`config.mk`:
```
export PLATFORM = sky130hd
export DESIGN_NAME = asri_rx
export DESIGN_NICKNAME = d
export VERILOG_FILES = /design/src/core/asri_rx.v /design/src/core/asri_tick_gen.v /design/src/core/asri_vote.v
export VERILOG_INCLUDE_DIRS = /design/src /design/src/core
export SDC_FILE = /design/constraint.sdc
export NUM_CORES = 1
export LEC_CHECK = 0
export BUFFER_PORTS_ARGS = -buffer_cell sky130_fd_sc_hd__buf_2
export CORE_UTILIZATION = 36
export CTS_CLUSTER_DIAMETER = 120
export CTS_CLUSTER_SIZE = 28
export DETAILED_ROUTE_END_ITERATION = 6
export RECOVER_POWER = 100
export SLEW_MARGIN = 30
export SYNTH_ARGS = -nofsm -noshare
export SYNTH_HDL_FRONTEND = slang
export SYNTH_SLANG_ARGS = --single-unit
```
`constraint.sdc`:
```
create_clock -name aclk -period 3.1 [get_ports aclk]
set_input_delay 0.93 -clock aclk [delete_from_list [all_inputs] [get_ports aclk]]
set_output_delay 0.93 -clock aclk [all_outputs]
set_load 0.005 [all_outputs]
```
`src/core/asri_map.vh`:
```
// Purpose: Register map, field positions, reset values and sample points.
// Assumes: Included by the receiver module asri_rx only.
// Notes:   Definitions only.
`ifndef ASRI_MAP_VH
`define ASRI_MAP_VH

`define ASRI_OFF_CTRL    8'h00
`define ASRI_OFF_INTEN   8'h04
`define ASRI_OFF_STATUS  8'h08
`define ASRI_OFF_DATA    8'h0c
`define ASRI_OFF_BAUD    8'h10

`define ASRI_CTRL_EN      0
`define ASRI_CTRL_LEN9    1
`define ASRI_CTRL_WAKEADR 2
`define ASRI_CTRL_IDLE_COUNT_START_SEL    3
`define ASRI_CTRL_STBY    4
`define ASRI_CTRL_PAREN   5
`define ASRI_CTRL_PARODD  6

`define ASRI_ST_TXE    7
`define ASRI_ST_TDONE  6
`define ASRI_ST_FULL   5
`define ASRI_ST_IDLE   4
`define ASRI_ST_OVR    3
`define ASRI_ST_NOISE  2
`define ASRI_ST_FRM    1
`define ASRI_ST_PAR    0

`define ASRI_CTRL_RST   7'h00
`define ASRI_INTEN_RST  8'h00
`define ASRI_BAUD_RST   16'h0001
`define ASRI_RESP_OK    2'h0
`define ASRI_RESP_ERR   2'h2

`define ASRI_RT_LAST    5'h10
`define ASRI_RT_VER_A   5'h03
`define ASRI_RT_VER_B   5'h05
`define ASRI_RT_VER_C   5'h07
`define ASRI_RT_DAT_A   5'h08
`define ASRI_RT_DAT_B   5'h09
`define ASRI_RT_DAT_C   5'h0a
`define ASRI_RT_SYNC_HI 5'h06
`define ASRI_IDLE_BITS8 4'ha
`define ASRI_IDLE_BITS9 4'hb

`endif

```
`src/core/asri_rx.v`:
```
// Purpose: Serial receiver with status flags and AXI4-Lite registers.
// Assumes: Pin inputs synchronous to aclk; one write and one read at once.
// Notes:   Receive flags clear by a status read followed by a data read.
`timescale 1ns/10ps
`include "asri_map.vh"
module asri_rx #(
  parameter ADDR_W = 8,
  parameter DIV_W  = 16
) (
  input  wire              aclk,
  input  wire              aresetn,
  input  wire [ADDR_W-1:0] s_axi_awaddr,
  input  wire              s_axi_awvalid,
  output reg               s_axi_awready,
  input  wire [31:0]       s_axi_wdata,
  input  wire [3:0]        s_axi_wstrb,
  input  wire              s_axi_wvalid,
  output reg               s_axi_wready,
  output reg  [1:0]        s_axi_bresp,
  output reg               s_axi_bvalid,
  input  wire              s_axi_bready,
  input  wire [ADDR_W-1:0] s_axi_araddr,
  input  wire              s_axi_arvalid,
  output reg               s_axi_arready,
  output reg  [31:0]       s_axi_rdata,
  output reg  [1:0]        s_axi_rresp,
  output reg               s_axi_rvalid,
  input  wire              s_axi_rready,
  input  wire              serial_in_pin,
  input  wire              tx_load_pulse,
  input  wire              tx_buf_write_pulse,
  input  wire              tx_shift_empty,
  input  wire              tx_break_idle_busy,
  input  wire              cpu_wait_mode,
  input  wire              cpu_stop_mode,
  output reg               irq_tx_r,
  output reg               irq_rx_r,
  output reg               irq_err_r
);
  localparam ST_HUNT = 1'b0;
  localparam ST_BIT  = 1'b1;

  reg [6:0]        ctrl_r;
  reg              standby_r;
  reg [7:0]        inten_r;
  reg [7:0]        stat_r;
  reg [DIV_W-1:0]  baud_r;
  reg [7:0]        rx_data_r;
  reg              rx_ninth_bit;
  reg              stat_seen_r;
  reg              aw_full_r;
  reg              w_full_r;
  reg [ADDR_W-1:0] awaddr_q;
  reg [31:0]       wdata_q;
  reg [3:0]        wstrb_q;
  reg              rx_st_r;
  reg [4:0]        rt_r;
  reg [3:0]        bit_idx_r;
  reg [2:0]        hist_r;
  reg [1:0]        smp_r;
  reg [8:0]        shift_r;
  reg              noise_acc_r;
  reg              prev_vote_r;
  reg              resynced_r;
  reg [3:0]        idle_cnt_r;
  reg [3:0]        idle_rt_r;
  reg              idle_armed_r;
  reg              idle_hit_r;
  reg              done_r;
  reg              done_frm_r;
  reg              done_noise_r;
  reg [8:0]        done_bits_r;

  wire en      = ctrl_r[`ASRI_CTRL_EN];
  wire len9    = ctrl_r[`ASRI_CTRL_LEN9];
  wire wakeadr = ctrl_r[`ASRI_CTRL_WAKEADR];
  wire idle_count_start_sel    = ctrl_r[`ASRI_CTRL_IDLE_COUNT_START_SEL];
  wire par_en  = ctrl_r[`ASRI_CTRL_PAREN];
  wire par_odd = ctrl_r[`ASRI_CTRL_PARODD];
  wire run     = en & ~cpu_stop_mode;
  wire tick;
  wire [2:0] vsmp = {smp_r, serial_in_pin};
  wire vmaj;
  wire vnoisy;
  wire [3:0] nbits = len9 ? 4'h9 : 4'h8;
  wire [3:0] idle_thr = len9 ? `ASRI_IDLE_BITS9 : `ASRI_IDLE_BITS8;

  asri_tick_gen #(.DIV_W(DIV_W)) u_tick (
    .aclk    (aclk),
    .aresetn (aresetn),
    .run     (run),
    .divisor (baud_r),
    .tick    (tick)
  );

  asri_vote u_vote (
    .smp   (vsmp),
    .major (vmaj),
    .noisy (vnoisy)
  );

  // Bus writes take effect only when both halves are held.
  wire do_wr = aw_full_r & w_full_r & ~s_axi_bvalid;
  wire wr_ok = do_wr & ~cpu_wait_mode;
  wire wr_ctrl  = wr_ok & (awaddr_q == `ASRI_OFF_CTRL) & wstrb_q[0];
  wire wr_inten = wr_ok & (awaddr_q == `ASRI_OFF_INTEN) & wstrb_q[0];
  wire wr_baud  = wr_ok & (awaddr_q == `ASRI_OFF_BAUD);
  wire wr_map   = (awaddr_q == `ASRI_OFF_CTRL) |
                  (awaddr_q == `ASRI_OFF_INTEN) |
                  (awaddr_q == `ASRI_OFF_BAUD);
  wire rd_go  = s_axi_arvalid & s_axi_arready & ~cpu_wait_mode;
  wire rd_st  = rd_go & (s_axi_araddr == `ASRI_OFF_STATUS);
  wire rd_dat = rd_go & (s_axi_araddr == `ASRI_OFF_DATA);
  // Two-step clear guards against losing a flag software never saw.
  wire rx_clr = rd_dat & stat_seen_r;

  always @(posedge aclk) begin
    if (!aresetn) begin
      s_axi_awready <= 1'b1;
      s_axi_wready  <= 1'b1;
      s_axi_bvalid  <= 1'b0;
      s_axi_bresp   <= `ASRI_RESP_OK;
      aw_full_r     <= 1'b0;
      w_full_r      <= 1'b0;
      awaddr_q      <= {ADDR_W{1'b0}};
      wdata_q       <= 32'h0;
      wstrb_q       <= 4'h0;
    end else begin
      if (s_axi_awvalid && s_axi_awready) begin
        aw_full_r     <= 1'b1;
        awaddr_q      <= s_axi_awaddr;
        s_axi_awready <= 1'b0;
      end
      if (s_axi_wvalid && s_axi_wready) begin
        w_full_r     <= 1'b1;
        wdata_q      <= s_axi_wdata;
        wstrb_q      <= s_axi_wstrb;
        s_axi_wready <= 1'b0;
      end
      if (do_wr) begin
        aw_full_r    <= 1'b0;
        w_full_r     <= 1'b0;
        s_axi_bvalid <= 1'b1;
        s_axi_bresp  <= (wr_map && !cpu_wait_mode) ? `ASRI_RESP_OK
                                                   : `ASRI_RESP_ERR;
      end
      if (s_axi_bvalid && s_axi_bready) begin
        s_axi_bvalid  <= 1'b0;
        s_axi_awready <= 1'b1;
        s_axi_wready  <= 1'b1;
      end
    end
  end

  always @(posedge aclk) begin
    if (!aresetn) begin
      s_axi_arready <= 1'b1;
      s_axi_rvalid  <= 1'b0;
      s_axi_rdata   <= 32'h0;
      s_axi_rresp   <= `ASRI_RESP_OK;
    end else if (s_axi_arvalid && s_axi_arready) begin
      s_axi_arready <= 1'b0;
      s_axi_rvalid  <= 1'b1;
      s_axi_rresp   <= `ASRI_RESP_OK;
      s_axi_rdata   <= 32'h0;
      if (cpu_wait_mode) begin
        s_axi_rresp <= `ASRI_RESP_ERR;
      end else begin
        case (s_axi_araddr)
          `ASRI_OFF_CTRL: begin
            s_axi_rdata <= {25'h0, ctrl_r[6:5], standby_r, ctrl_r[3:0]};
          end
          `ASRI_OFF_INTEN:  s_axi_rdata <= {24'h0, inten_r};
          `ASRI_OFF_STATUS: s_axi_rdata <= {24'h0, stat_r};
          `ASRI_OFF_DATA:   s_axi_rdata <= {23'h0, rx_ninth_bit, rx_data_r};
          `ASRI_OFF_BAUD: begin
            s_axi_rdata <= {{(32-DIV_W){1'b0}}, baud_r};
          end
          default: s_axi_rresp <= `ASRI_RESP_ERR;
        endcase
      end
    end else if (s_axi_rvalid && s_axi_rready) begin
      s_axi_rvalid  <= 1'b0;
      s_axi_arready <= 1'b1;
    end
  end

  // Receive sequencer; every step but the standby arm on a control write waits on a sample tick.
  always @(posedge aclk) begin
    if (!aresetn || !en) begin
      rx_st_r      <= ST_HUNT;
      rt_r         <= 5'h0;
      bit_idx_r    <= 4'h0;
      hist_r       <= 3'h0;
      smp_r        <= 2'h0;
      shift_r      <= 9'h0;
      noise_acc_r  <= 1'b0;
      prev_vote_r  <= 1'b0;
      resynced_r   <= 1'b0;
      idle_cnt_r   <= 4'h0;
      idle_rt_r    <= 4'h0;
      idle_armed_r <= 1'b0;
      idle_hit_r   <= 1'b0;
      done_r       <= 1'b0;
      done_frm_r   <= 1'b0;
      done_noise_r <= 1'b0;
      done_bits_r  <= 9'h0;
    end else begin
      done_r     <= 1'b0;
      idle_hit_r <= 1'b0;
      if (wr_ctrl && wdata_q[`ASRI_CTRL_STBY]) begin
        idle_armed_r <= 1'b1;
      end
      if (tick) begin
        hist_r <= {hist_r[1:0], serial_in_pin};
        if (idle_armed_r && idle_cnt_r >= idle_thr) begin
          idle_hit_r   <= 1'b1;
          idle_armed_r <= 1'b0;
        end
        case (rx_st_r)
          ST_HUNT: begin
            if (hist_r == 3'h7 && !serial_in_pin) begin
              rx_st_r      <= ST_BIT;
              rt_r         <= 5'h2;
              bit_idx_r    <= 4'h0;
              shift_r      <= 9'h0;
              noise_acc_r  <= 1'b0;
              prev_vote_r  <= 1'b0;
              idle_cnt_r   <= 4'h0;
              idle_rt_r    <= 4'h0;
              idle_armed_r <= 1'b1;
            end else if (serial_in_pin) begin
              idle_rt_r <= idle_rt_r + 4'h1;
              if (idle_rt_r == 4'hf && idle_cnt_r != 4'hf) begin
                idle_cnt_r <= idle_cnt_r + 4'h1;
              end
            end else begin
              idle_rt_r  <= 4'h0;
              idle_cnt_r <= 4'h0;
            end
          end
          ST_BIT: begin
            rt_r <= rt_r + 5'h1;
            if (rt_r == `ASRI_RT_LAST) begin
              rt_r       <= 5'h1;
              bit_idx_r  <= bit_idx_r + 4'h1;
              resynced_r <= 1'b0;
            end
            if (bit_idx_r != 4'h0 && prev_vote_r && !resynced_r &&
                rt_r <= `ASRI_RT_SYNC_HI && hist_r[0] &&
                !serial_in_pin) begin
              rt_r       <= 5'h2;
              resynced_r <= 1'b1;
            end
            if (rt_r == `ASRI_RT_VER_A || rt_r == `ASRI_RT_VER_B ||
                rt_r == `ASRI_RT_DAT_A || rt_r == `ASRI_RT_DAT_B) begin
              smp_r <= {smp_r[0], serial_in_pin};
            end
            if (rt_r == `ASRI_RT_VER_C && bit_idx_r == 4'h0) begin
              if (vmaj) begin
                rx_st_r <= ST_HUNT;
                rt_r    <= 5'h0;
                hist_r  <= 3'h0;
              end else begin
                noise_acc_r <= vnoisy;
              end
            end
            if (rt_r == `ASRI_RT_DAT_C) begin
              if (bit_idx_r == 4'h0) begin
                if (vmaj || vnoisy) begin
                  noise_acc_r <= 1'b1;
                end
              end else begin
                noise_acc_r <= noise_acc_r | vnoisy;
                prev_vote_r <= vmaj;
                if (!idle_count_start_sel) begin
                  idle_cnt_r <= vmaj ? idle_cnt_r + 4'h1 : 4'h0;
                end
              end
              if (bit_idx_r != 4'h0 && bit_idx_r <= nbits) begin
                shift_r[bit_idx_r - 4'h1] <= vmaj;
              end
              if (bit_idx_r == nbits + 4'h1) begin
                rx_st_r      <= ST_HUNT;
                done_r       <= 1'b1;
                done_frm_r   <= ~vmaj;
                done_noise_r <= noise_acc_r | vnoisy;
                done_bits_r  <= shift_r;
                hist_r       <= vmaj ? 3'h7 : 3'h0;
                idle_rt_r    <= 4'h0;
                if (idle_count_start_sel) begin
                  idle_cnt_r <= 4'h0;
                end
              end
            end
          end
          default: rx_st_r <= ST_HUNT;
        endcase
      end
    end
  end

  wire       c_ninth  = len9 ? done_bits_r[8] : done_bits_r[7];
  wire       c_parity = len9 ? ^done_bits_r[8:0] : ^done_bits_r[7:0];
  // Address-mark wake lets the marked character through standby.
  wire wake_mark = done_r & standby_r & wakeadr & c_ninth;
  wire accept    = done_r & (~standby_r | wake_mark);
  wire wake_idle = idle_hit_r & standby_r & ~wakeadr;

  always @(posedge aclk) begin
    if (!aresetn) begin
      ctrl_r       <= `ASRI_CTRL_RST;
      standby_r    <= 1'b0;
      inten_r      <= `ASRI_INTEN_RST;
      baud_r       <= `ASRI_BAUD_RST;
      stat_r       <= 8'hc0;
      rx_data_r    <= 8'h0;
      rx_ninth_bit <= 1'b0;
      stat_seen_r  <= 1'b0;
    end else begin
      if (wr_ctrl) begin
        ctrl_r <= wdata_q[6:0];
      end
      if (wr_inten) begin
        inten_r <= wdata_q[7:0];
      end
      if (wr_baud) begin
        baud_r <= wdata_q[DIV_W-1:0];
      end
      if (wr_ctrl) begin
        standby_r <= wdata_q[`ASRI_CTRL_STBY];
      end else if (wake_mark || wake_idle) begin
        standby_r <= 1'b0;
      end
      if (rd_st) begin
        stat_seen_r <= 1'b1;
      end else if (rd_dat) begin
        stat_seen_r <= 1'b0;
      end
      if (rx_clr) begin
        stat_r[5:0] <= 6'h0;
      end
      if (tx_buf_write_pulse) begin
        stat_r[`ASRI_ST_TXE]   <= 1'b0;
        stat_r[`ASRI_ST_TDONE] <= 1'b0;
      end
      if (tx_load_pulse || !en) begin
        stat_r[`ASRI_ST_TXE] <= 1'b1;
      end
      if ((tx_shift_empty && stat_r[`ASRI_ST_TXE] &&
           !tx_break_idle_busy) || !en) begin
        stat_r[`ASRI_ST_TDONE] <= 1'b1;
      end
      if (idle_hit_r && !standby_r) begin
        stat_r[`ASRI_ST_IDLE] <= 1'b1;
      end
      if (accept && stat_r[`ASRI_ST_FULL] && !rx_clr) begin
        stat_r[`ASRI_ST_OVR] <= 1'b1;
      end else if (accept) begin
        rx_data_r             <= done_bits_r[7:0];
        rx_ninth_bit          <= c_ninth;
        stat_r[`ASRI_ST_FULL] <= 1'b1;
        stat_r[`ASRI_ST_FRM]  <= done_frm_r;
        stat_r[`ASRI_ST_NOISE] <= done_noise_r;
        stat_r[`ASRI_ST_PAR]  <= par_en & (c_parity ^ par_odd);
      end
    end
  end

  always @(posedge aclk) begin
    if (!aresetn) begin
      irq_tx_r  <= 1'b0;
      irq_rx_r  <= 1'b0;
      irq_err_r <= 1'b0;
    end else begin
      irq_tx_r  <= en & |(stat_r[7:6] & inten_r[7:6]);
      irq_rx_r  <= ~standby_r & |(stat_r[5:4] & inten_r[5:4]);
      irq_err_r <= ~standby_r & |(stat_r[3:0] & inten_r[3:0]);
    end
  end
endmodule // asri_rx

```
`src/core/asri_tick_gen.v`:
```
// Purpose: Sample tick at sixteen times the baud rate.
// Assumes: divisor counts aclk cycles per sample tick, zero acts as one.
// Notes:   Held in reset while run is low so stop mode freezes it.
`timescale 1ns/10ps
module asri_tick_gen #(
  parameter DIV_W = 16
) (
  input  wire             aclk,
  input  wire             aresetn,
  input  wire             run,
  input  wire [DIV_W-1:0] divisor,
  output reg              tick
);
  reg [DIV_W-1:0] cnt_r;

  always @(posedge aclk) begin
    if (!aresetn || !run) begin
      cnt_r <= {DIV_W{1'b0}};
      tick  <= 1'b0;
    end else if (cnt_r == {DIV_W{1'b0}}) begin
      cnt_r <= (divisor == {DIV_W{1'b0}}) ? {DIV_W{1'b0}}
                                          : divisor - 1'b1;
      tick  <= 1'b1;
    end else begin
      cnt_r <= cnt_r - 1'b1;
      tick  <= 1'b0;
    end
  end
endmodule // asri_tick_gen

```
`src/core/asri_vote.v`:
```
// Purpose: Majority vote and disagreement over three line samples.
// Assumes: Purely combinational.
// Notes:   Also used for start verification, where a majority of 1 fails.
`timescale 1ns/10ps
module asri_vote (
  input  wire [2:0] smp,
  output wire       major,
  output wire       noisy
);
  assign major = (smp[0] & smp[1]) | (smp[0] & smp[2]) | (smp[1] & smp[2]);
  assign noisy = ~((smp == 3'h0) | (smp == 3'h7));
endmodule // asri_vote
```
==> metrics.md, run 1 <==
| Metric | Value |
|---|---|
| Result of the run | `complete, but fails checks` |
| Violations in the final reports | `design-rule violations` |
| Endpoint type of the worst setup path | `flop` |
| Asr flop ratio synth | `0` |
| Kind of critical path | `in -> reg` |
| Cells after synthesis | `977` |
| Final hold violations | `0` |
| Synth-to-layout area growth | `12.9%` |
| Share of cells above drive strength 1 | `0.0988` |
| DR WL met3 | `between 700 and 800 µm` |
| Post-synthesis sequential area ratio | `0.413` |
| Commonest non-fill, non-tap cells in the layout | `168 x dfxtp_1, 114 x nand2_1, 102 x a21oi_1` |
| VDD IR-drop max | `0.374 mV` |
| Routed wire per std cell | `between 15 and 20 µm` |
| # rows | `54` |
| Vertical extent of the die | `152 µm` |
| Crit-path cells | `clkbuf_1, clkbuf_1, inv_1, buf_2, nor3_1` |
| Slowest stage cell, crit path | `buf_2` |
| Final instance count without filler cells | `about 1.3k` |
| Number of violations of the max-capacitance limit | `0` |
| Post-placement cell count | `1291` |
| Final setup skew | `0.00784 ns` |
| Flop and latch count out of synthesis | `168` |
| Post-route ant nets | `0` |
| Via count | `about 6.9k` |
| IO buf count | `roughly 70` |
| Worst slack on hold paths | `0.450 ns` |
| Final core utilization | `0.417` |
| Mapped Area | `8140 µm²` |
| CTS clk-pin slew, worst paths | `roughly 0.07 ns` |
| Number of antenna violations at the first check in global routing | `0` |
| Unrepaired setup endpoints after global routing | `false` |
| Min Tclk post-route | `approximately 2.7 ns` |
| Final Cycle Share | `0.868` |
| Total gr overflow | `0` |
| Source-to-sink clock delay at the later pin of the worst-skew pair | `about 0.42 ns` |
| Met2 routed wirelength | `approximately 8.9 mm` |
| Maximum level of the CTS H-tree | `4` |
| Number of sinks driven by the clock tree | `168` |
| PwrDens | `479 nW/µm²` |
| Yosys Warn Count | `0` |
| Gr usage total | `0.179` |
| Minimum setup slack in the final design | `0.408 ns` |
| Max Freq | `0.371 GHz` |
| Total routed wire length on the met1 layer | `10.3 mm` |
| Wire length of the first global-routing pass | `33.7 mm` |
| Pin count of the biggest net entering global routing | `slightly above 80` |
| Clock Tree Root | `clkbuf_16` |
| Inserted Diodes | `0` |
| Worst path most repeated cell | `clkbuf_1` |
| Hold WC Path Type | `reg -> reg` |
| Setup WS pre-CTS | `0.331 ns` |
| Setup_tns | `0 ns` |
| Number of synthesized flops with an enable pin | `0` |
| Count of hold buffers inserted by post-cts repair | `0` |
| Static Leakage | `3.56 nW` |
| Number of unique standard cell types used by synthesis | `75` |
| Number of buffers between clock root and the deepest sink | `2` |
| Cell depth of the worst flop-to-flop path | `8` |
| Buffer and inverter count on the worst path | `4` |
| Placed cell area | `8710 µm²` |
| Hold path startpoint | `awaddr_q[6]` |
| Post-synthesis area per instance | `between 8 and 9 µm²` |
| Post-layout nets | `1112` |
| Max-slew headroom | `0.00492` |
| Hold path cells | `2` |
| Critical path depth in cells | `5` |
| Initial DRC Count | `464` |
| Critical path startpoint | `aresetn` |
| Dominant register cell in the synthesized netlist | `dfxtp_1` |
| Total CTS buffers | `17` |
| Final HPWL from detailed placement | `~14 mm` |
| Crit path required time | `between 3 and 4 ns` |
| Die Area | `about 23000 µm²` |
| Worst path arrival time | `2.94 ns` |
| PnR Total Power | `4.40 mW` |
| Final routed wirelength across all metal layers | `roughly 20 mm` |
| Slew at the pin closest to its max-slew limit | `1.49 ns` |
| X dimension of the die | `152 µm` |
| Crit-path max cell delay | `1.16 ns` |
| Area of all placed cells without fillers | `9190 µm²` |
| Number of iterations in the first detailed-routing pass | `7` |
| Vias per inst | `5.23` |
| Effective utilization at floorplan | `0.370` |
| Quantity of gates resized following cts | `0` |
| Residual DRC count | `5` |
| Final slew viol count | `0` |
| Critical register-to-register path startpoint | `bit_idx_r[0]` |
| Clock tree from TritonCTS | `built` |
| Highest metal layer used by the detailed router | `met4` |
| Post-CTS Setup Bufs | `0` |
| Setup violation total in the final timing report | `0` |
| Crit-path max FO | `82` |
| Worst path top cell family by delay | `buffers and inverters` |
| Most common library cell in the layout ignoring fill and taps | `dfxtp_1` |
| Core Box Area | `22000 µm²` |
| Count of filler cells inserted in the layout | `2277` |
| Placer congestion estimate | `between 0.8 and 0.9` |
| Critical Path Start Type | `primary input` |
| I/O pins | `110` |
| Number of global-route vias before repair | `6523` |
## layout make-up
class	instances	area, µm²	area share
multi-input cells	728	4380	0.476
clock buffers	22	464	0.0505
flip-flops and latches	168	3360	0.366
well taps	280	350	0.0381
clock inverters	10	96.3	0.0105
repair buffers	91	448	0.0487
inverters	24	90.1	0.00980
## worst paths after layout
| kind | slack [ns] | end |
|---|---|---|
| setup reg to reg | 0.42 | rt_r[4] |
| setup / recovery | 0.41 | stat_seen_r |
| hold reg to reg | 0.45 | awaddr_q[6] |
| hold / removal | 0.45 | awaddr_q[6] |
## cell families after synthesis
kind of cell | count (synthesis) | share of synthesized area
simple gates | 372 | 0.227
compound gates | 234 | 0.174
flops | 168 | 0.413
buf+inv | 98 | 0.0555
mux | 57 | 0.0702
xor+xnor | 30 | 0.0340
fa+ha+maj | 17 | 0.0258
other cells | 1 | 0.000461
## where the power goes
part / switching, mW / internal [mW]
Combinational: 0.106 / 0.0604
Sequential: 0.0235 / 2.19
Clock: 0.872 / 1.15
## state kept, by name (all words and copies together), names as in the netlist, 9 cells and up
name	cells
baud_r	16
s_axi_rdata	16
done_bits_r	9
shift_r	9
u_tick.cnt_r	16
wdata_q	16
## Yosys cell counts (10+ instances only)
cell type,instances,area share
buf_4,18,0.017
nand2b_1,13,0.010
clkbuf_1,52,0.024
mux2i_1,56,0.069
nor2_1,94,0.043
nand2_1,114,0.053
ha_1,16,0.025
nand3_1,34,0.021
a22oi_1,17,0.016
a21oi_1,102,0.063
xnor2_1,14,0.015
a211oi_1,10,0.0092
inv_1,23,0.011
nand4_1,12,0.0092
nor4_1,13,0.010
xor2_1,15,0.016
o21ai_0,46,0.028
dfxtp_1,168,0.41
nor3_1,20,0.012
## worst reg2reg max path, delay by kind of cell (launching register included)
kind	cells	cell delay, ns
flops	1	0.52
compound gates	1	0.14
buf+inv	2	0.33
fa+ha+maj	1	0.31
simple gates	4	1.29
## metal layers
metal  track usage  vias to the layer above
met5             0                        -
met4        0.0578                        0
met3        0.0327                       21
met1         0.249                     3212
li1              -                     3555
met2         0.278                      129
No activity file was read; power rests on OpenSTA's default activity.
==> run 2, diff against run 1 <==
--- a/config.mk
+++ b/config.mk
@@ -11,7 +11,6 @@
 export CTS_CLUSTER_DIAMETER = 120
 export CTS_CLUSTER_SIZE = 28
 export DETAILED_ROUTE_END_ITERATION = 6
-export RECOVER_POWER = 100
 export SLEW_MARGIN = 30
 export SYNTH_ARGS = -nofsm -noshare
 export SYNTH_HDL_FRONTEND = slang
==> metrics.md, run 2 (same netlist as run 1, synthesis figures left out) <==
| Metric | Value |
|---|---|
| Area of all placed cells without fillers | `9270 µm² (was 9190 µm²)` |
| Critical Path Start Type | `flop (was primary input)` |
| Crit path required time | `3.45 ns (was 3.35 ns)` |
| Worst path top cell family by delay | `simple AND/OR/NAND/NOR gates (was buffers and inverters)` |
| Number of violations of the max-capacitance limit | `0 (unchanged)` |
| Clock tree from TritonCTS | `built (unchanged)` |
| Worst path most repeated cell | `or3b_1 (was clkbuf_1)` |
| Critical path endpoint | `rt_r[4] (was stat_seen_r)` |
| Final slew viol count | `0 (unchanged)` |
| Kind of critical path | `reg -> reg (was in -> reg)` |
| Post-layout nets | `1112 (unchanged)` |
| Max Freq | `0.378 GHz (was 0.371 GHz)` |
| Via count | `6913 (was 6917)` |
| Static Leakage | `3.66 nW (was 3.56 nW)` |
| Slack of the worst reg-to-reg path | `0.45 ns (was 0.42 ns)` |
| # rows | `54 (unchanged)` |
| Commonest non-fill, non-tap cells in the layout | `168 x dfxtp_1, 114 x nand2_1, 102 x a21oi_1 (unchanged)` |
| IO buf count | `72 (unchanged)` |
| Setup WS pre-CTS | `0.331 ns (unchanged)` |
| Vias per inst | `5.23 (about the same)` |
| Vertical extent of the die | `152 µm (unchanged)` |
| Number of global-route vias before repair | `6523 (unchanged)` |
| PwrDens | `475 nW/µm² (was 479 nW/µm²)` |
| Sequential Area | `3360 µm² (unchanged)` |
| VDD IR-drop max | `0.377 mV (was 0.374 mV)` |
| Worst path arrival time | `3.00 ns (was 2.94 ns)` |
| Clock Tree Root | `clkbuf_16 (unchanged)` |
| Setup violation total in the final timing report | `0 (unchanged)` |
| Violations in the final reports | `design-rule violations (unchanged)` |
| Met2 routed wirelength | `8.87 mm (was 8.86 mm)` |
| Synth-to-layout area growth | `13.9% (was 12.9%)` |
| Total CTS buffers | `17 (unchanged)` |
| Core Box Area | `22000 µm² (unchanged)` |
| Setup_tns | `0 ns (unchanged)` |
| Maximum level of the CTS H-tree | `4 (unchanged)` |
| Final HPWL from detailed placement | `14.5 mm (unchanged)` |
| Crit-path cells | `inv_1, ha_1, or3b_1, nor4_1, buf_4, or4_1, or3b_1, a21oi_1 (was clkbuf_1, clkbuf_1, inv_1, buf_2, nor3_1)` |
| Crit-path max FO | `11 (was 82)` |
| Final hold violations | `0 (unchanged)` |
| Initial DRC Count | `429 (was 464)` |
| Highest metal layer used by the detailed router | `met4 (unchanged)` |
| Quantity of gates resized following cts | `0 (unchanged)` |
| Worst slack on hold paths | `0.450 ns (about the same)` |
| Cell depth of the worst flop-to-flop path | `8 (unchanged)` |
| Gr usage total | `0.179 (unchanged)` |
| Minimum setup slack in the final design | `0.452 ns (was 0.408 ns)` |
| Crit-path max cell delay | `0.53 ns (was 1.16 ns)` |
| Max-slew headroom | `0.520 (was 0.00492)` |
| Number of iterations in the first detailed-routing pass | `6 (was 7)` |
| Number of antenna violations at the first check in global routing | `0 (unchanged)` |
| Wire length of the first global-routing pass | `33.7 mm (unchanged)` |
| Routed wire per std cell | `15.2 µm (was 15.3 µm)` |
| Post-CTS Setup Bufs | `0 (unchanged)` |
| Number of buffers between clock root and the deepest sink | `2 (unchanged)` |
| Hold WC Path Type | `reg -> reg (unchanged)` |
| Final routed wirelength across all metal layers | `20.2 mm (about the same)` |
| Pin count of the biggest net entering global routing | `83 (unchanged)` |
| Total routed wire length on the met1 layer | `10.2 mm (was 10.3 mm)` |
| DR WL met3 | `757 µm (was 725 µm)` |
| Count of hold buffers inserted by post-cts repair | `0 (unchanged)` |
| Critical path depth in cells | `8 (was 5)` |
| X dimension of the die | `152 µm (unchanged)` |
| Post-route ant nets | `0 (unchanged)` |
| Count of filler cells inserted in the layout | `2255 (was 2277)` |
| Placer congestion estimate | `0.839 (unchanged)` |
| Slowest stage cell, crit path | `or4_1 (was buf_2)` |
| Source-to-sink clock delay at the later pin of the worst-skew pair | `0.42 ns (about the same)` |
| Die Area | `23200 µm² (unchanged)` |
| Share of cells above drive strength 1 | `0.125 (was 0.0988)` |
| Residual DRC count | `6 (was 5)` |
| Endpoint type of the worst setup path | `flop (unchanged)` |
| Unrepaired setup endpoints after global routing | `false (unchanged)` |
| Critical register-to-register path startpoint | `bit_idx_r[0] (unchanged)` |
| Min Tclk post-route | `2.65 ns (was 2.69 ns)` |
| End of the worst register-to-register path | `rt_r[4] (unchanged)` |
| Critical path startpoint | `bit_idx_r[0] (was aresetn)` |
| Number of sinks driven by the clock tree | `168 (unchanged)` |
| Area occupied by multi-input gates | `4390 µm² (was 4380 µm²)` |
| CTS clk-pin slew, worst paths | `0.06 ns (was 0.07 ns)` |
| Placed cell area | `8710 µm² (unchanged)` |
| Buffer and inverter count on the worst path | `2 (was 4)` |
| Slew at the pin closest to its max-slew limit | `0.711 ns (was 1.49 ns)` |
| Most common library cell in the layout ignoring fill and taps | `dfxtp_1 (unchanged)` |
| I/O pins | `110 (unchanged)` |
| Effective utilization at floorplan | `0.370 (unchanged)` |
| Inserted Diodes | `0 (unchanged)` |
| Result of the run | `complete, but fails checks (unchanged)` |
| Final setup skew | `0.00732 ns (was 0.00784 ns)` |
| Final Cycle Share | `0.854 (was 0.868)` |
| Total gr overflow | `0 (unchanged)` |
run 2: changes by cell type in the layout (fill, tap and decap cells not counted), sizes merged:
cell / delta
buf: +25
clkbuf: -25
run 2: worst min-delay path by stage:
stage,end,slack (ns),start,cells past startpoint
final,awaddr_q[6],0.45,awaddr_q[6],2
after global routing,s_axi_rdata[6],0.47,s_axi_rdata[6],2
after CTS,awaddr_q[6],0.45,awaddr_q[6],2
after detailed placement,awaddr_q[6],0.44,awaddr_q[6],2
after global placement,awaddr_q[6],0.44,awaddr_q[6],2
after floorplan,shift_r[4],0.43,shift_r[4],2
run 2: where the power goes:
| part | internal (mW) | leakage [nW] | switching, mW |
|---|---|---|---|
| Combinational | 0.0647 | 2.03 | 0.107 |
| Sequential | 2.19 | 1.36 | 0.0236 |
| Clock | 1.15 | 0.274 | 0.875 |
| Total | 3.40 | 3.66 | 1.01 |
run 2: layout make-up:
| type | instances | area share |
|---|---|---|
| Clock buffer | 22 | 0.0501 |
| Clock inverter | 10 | 0.0104 |
| Inverter | 24 | 0.00972 |
| Multi-Input combinational cell | 728 | 0.474 |
| Sequential cell | 168 | 0.363 |
| Tap cell | 280 | 0.0378 |
| Timing Repair Buffer | 91 | 0.0556 |
run 2: metrics by stage:
stage | instances | power [mW] | util
after floorplan | 994 | 2.37 | -
after global placement | 1291 | 2.43 | 0.395
after detailed placement | 1291 | 2.43 | 0.395
after CTS | 1323 | 4.45 | 0.421
after global routing | 1323 | 4.57 | 0.421
final | 1323 | 4.41 | 0.421
run 2: per-layer routing:
layer | vias up | GRT usage
met3 | 19 | 0.0327
met1 | 3204 | 0.249
met2 | 142 | 0.278
met4 | 0 | 0.0578
li1 | 3548 | -
met5 | - | 0
run 2: worst min-delay path: cells and delay by family (launching register included):
kind | cells | cell delay (ns)
DFF | 1 | 0.31
and+or+nand+nor | 1 | 0.05
AOI/OAI and AO/OA | 1 | 0.05
==> run 3, diff against run 2 <==
--- a/config.mk
+++ b/config.mk
@@ -7,7 +7,7 @@
 export NUM_CORES = 1
 export LEC_CHECK = 0
 export BUFFER_PORTS_ARGS = -buffer_cell sky130_fd_sc_hd__buf_2
-export CORE_UTILIZATION = 36
+export CORE_UTILIZATION = 30
 export CTS_CLUSTER_DIAMETER = 120
 export CTS_CLUSTER_SIZE = 28
 export DETAILED_ROUTE_END_ITERATION = 6
==> metrics.md, run 3 (same netlist as run 1, synthesis figures left out) <==
| Metric | Value |
|---|---|
| X dimension of the die | `167 µm (was 152 µm)` |
| Setup_tns | `0 ns (unchanged)` |
| Static Leakage | `3.69 nW (was 3.66 nW)` |
| Quantity of gates resized following cts | `0 (unchanged)` |
| Number of buffers between clock root and the deepest sink | `2 (unchanged)` |
| Max-slew headroom | `0.482 (was 0.520)` |
| Total gr overflow | `0 (unchanged)` |
| VDD IR-drop max | `0.324 mV (was 0.377 mV)` |
| Crit-path cells | `inv_1, ha_1, or3b_1, nor4_1, buf_4, or4_1, or3b_1, a21oi_1 (unchanged)` |
| Final slew viol count | `0 (unchanged)` |
| Placer congestion estimate | `0.845 (was 0.839)` |
| Post-placement cell count | `1351 (was 1291)` |
| Final routed wirelength across all metal layers | `20.7 mm (was 20.2 mm)` |
| Number of iterations in the first detailed-routing pass | `6 (unchanged)` |
| Vias per inst | `5.07 (was 5.23)` |
| Count of hold buffers inserted by post-cts repair | `0 (unchanged)` |
| I/O pins | `110 (unchanged)` |
| Source-to-sink clock delay at the later pin of the worst-skew pair | `0.43 ns (was 0.42 ns)` |
| Worst path most repeated cell | `or3b_1 (unchanged)` |
| Wire length of the first global-routing pass | `33.6 mm (was 33.7 mm)` |
| Number of global-route vias before repair | `6365 (was 6523)` |
| Share of cells above drive strength 1 | `0.131 (was 0.125)` |
| Setup violation total in the final timing report | `0 (unchanged)` |
| Slew at the pin closest to its max-slew limit | `0.767 ns (was 0.711 ns)` |
| Critical Path Start Type | `flop (unchanged)` |
| Area occupied by multi-input gates | `4390 µm² (unchanged)` |
| IO buf count | `72 (unchanged)` |
| Final HPWL from detailed placement | `15.2 mm (was 14.5 mm)` |
| Crit-path max FO | `11 (unchanged)` |
| Number of antenna violations at the first check in global routing | `1 (was 0)` |
| Hold WC Path Type | `reg -> reg (unchanged)` |
| Kind of critical path | `reg -> reg (unchanged)` |
| Initial DRC Count | `474 (was 429)` |
| Maximum level of the CTS H-tree | `4 (unchanged)` |
| Max Freq | `0.365 GHz (was 0.378 GHz)` |
| Post-CTS Setup Bufs | `0 (unchanged)` |
| Die Area | `27800 µm² (was 23200 µm²)` |
| CTS clk-pin slew, worst paths | `0.06 ns (about the same)` |
| Worst slack on hold paths | `0.451 ns (was 0.450 ns)` |
| PwrDens | `481 nW/µm² (was 475 nW/µm²)` |
| Number of sinks driven by the clock tree | `168 (unchanged)` |
| Vertical extent of the die | `167 µm (was 152 µm)` |
| Most common library cell in the layout ignoring fill and taps | `dfxtp_1 (unchanged)` |
| Count of filler cells inserted in the layout | `2730 (was 2255)` |
| Setup WS pre-CTS | `0.338 ns (was 0.331 ns)` |
| Final setup skew | `0.0107 ns (was 0.00732 ns)` |
| Minimum setup slack in the final design | `0.358 ns (was 0.452 ns)` |
| Clock Tree Root | `clkbuf_16 (unchanged)` |
| Synth-to-layout area growth | `15.4% (was 13.9%)` |
| Area of all placed cells without fillers | `9390 µm² (was 9270 µm²)` |
| Number of violations of the max-capacitance limit | `0 (unchanged)` |
| Inserted Diodes | `0 (unchanged)` |
| Total CTS buffers | `17 (unchanged)` |
| Post-layout nets | `1117 (was 1112)` |
| Sequential Area | `3360 µm² (unchanged)` |
| Post-route ant nets | `0 (unchanged)` |
| Final instance count without filler cells | `1383 (was 1323)` |
| Residual DRC count | `0 (was 6)` |
| Worst path arrival time | `3.11 ns (was 3.00 ns)` |
| Via count | `7012 (was 6913)` |
| Crit path required time | `3.46 ns (was 3.45 ns)` |
| Endpoint type of the worst setup path | `flop (unchanged)` |
| # rows | `59 (was 54)` |
| Pin count of the biggest net entering global routing | `35 (was 83)` |
| Result of the run | `complete, no violations (was complete, but fails checks)` |
| Effective utilization at floorplan | `0.309 (was 0.370)` |
| Unrepaired setup endpoints after global routing | `false (unchanged)` |
| Gr usage total | `0.149 (was 0.179)` |
| Clock tree from TritonCTS | `built (unchanged)` |
| Commonest non-fill, non-tap cells in the layout | `168 x dfxtp_1, 114 x nand2_1, 102 x a21oi_1 (unchanged)` |
| Min Tclk post-route | `2.74 ns (was 2.65 ns)` |
| Final Cycle Share | `0.885 (was 0.854)` |
| Core Box Area | `26400 µm² (was 22000 µm²)` |
| Placed cell area | `8800 µm² (was 8710 µm²)` |
| Slowest stage cell, crit path | `dfxtp_1 (was or4_1)` |
| Crit-path max cell delay | `0.55 ns (was 0.53 ns)` |
| Final hold violations | `0 (unchanged)` |
| Routed wire per std cell | `15.0 µm (was 15.2 µm)` |
run 3: report_power, final:
part	leakage [nW]	switching, mW	internal (mW)
clock	0.286	0.914	1.22
sequential	1.36	0.0239	2.19
combinational	2.04	0.110	0.0662
total	3.69	1.05	3.47
run 3: final timing paths:
kind	slack, ns	startpoint	cells after the start	endpoint
worst min-delay path	0.45	awaddr_q[6]	2	awaddr_q[6]
worst max-delay path	0.36	bit_idx_r[0]	8	rt_r[4]
worst min register to register	0.45	awaddr_q[6]	2	awaddr_q[6]
worst max register to register	0.36	bit_idx_r[0]	8	rt_r[4]
run 3: layout make-up:
cell class,count,share of cell area
Sequential cell,168,0.358
Tap cell,335,0.0446
Multi-Input combinational cell,728,0.468
Timing Repair Buffer,96,0.0575
Clock buffer,19,0.0472
Clock inverter,13,0.0155
Inverter,24,0.00959
run 3: critical path: cells and delay by family, from the launching register on:
kind                       cells  cell delay [ns]
DFF                            1             0.55
buffers and inverters          2             0.35
AOI/OAI and AO/OA              1             0.13
adders and majority gates      1             0.25
and+or+nand+nor                4             1.40
run 3: metrics by stage:
stage	util	total power, mW
after floorplan	-	2.37
after global placement	0.334	2.43
after detailed placement	0.334	2.44
after CTS	0.356	4.55
after global routing	0.356	4.67
final	0.356	4.52
run 3: layer usage:
metal / global-route usage / wire, µm / vias up
li1: - / - / 3564
met1: 0.207 / 10300 / 3261
met2: 0.233 / 9190 / 161
met3: 0.0295 / 988 / 24
met4: 0.0415 / 252 / 2
met5: 0 / 13 / -
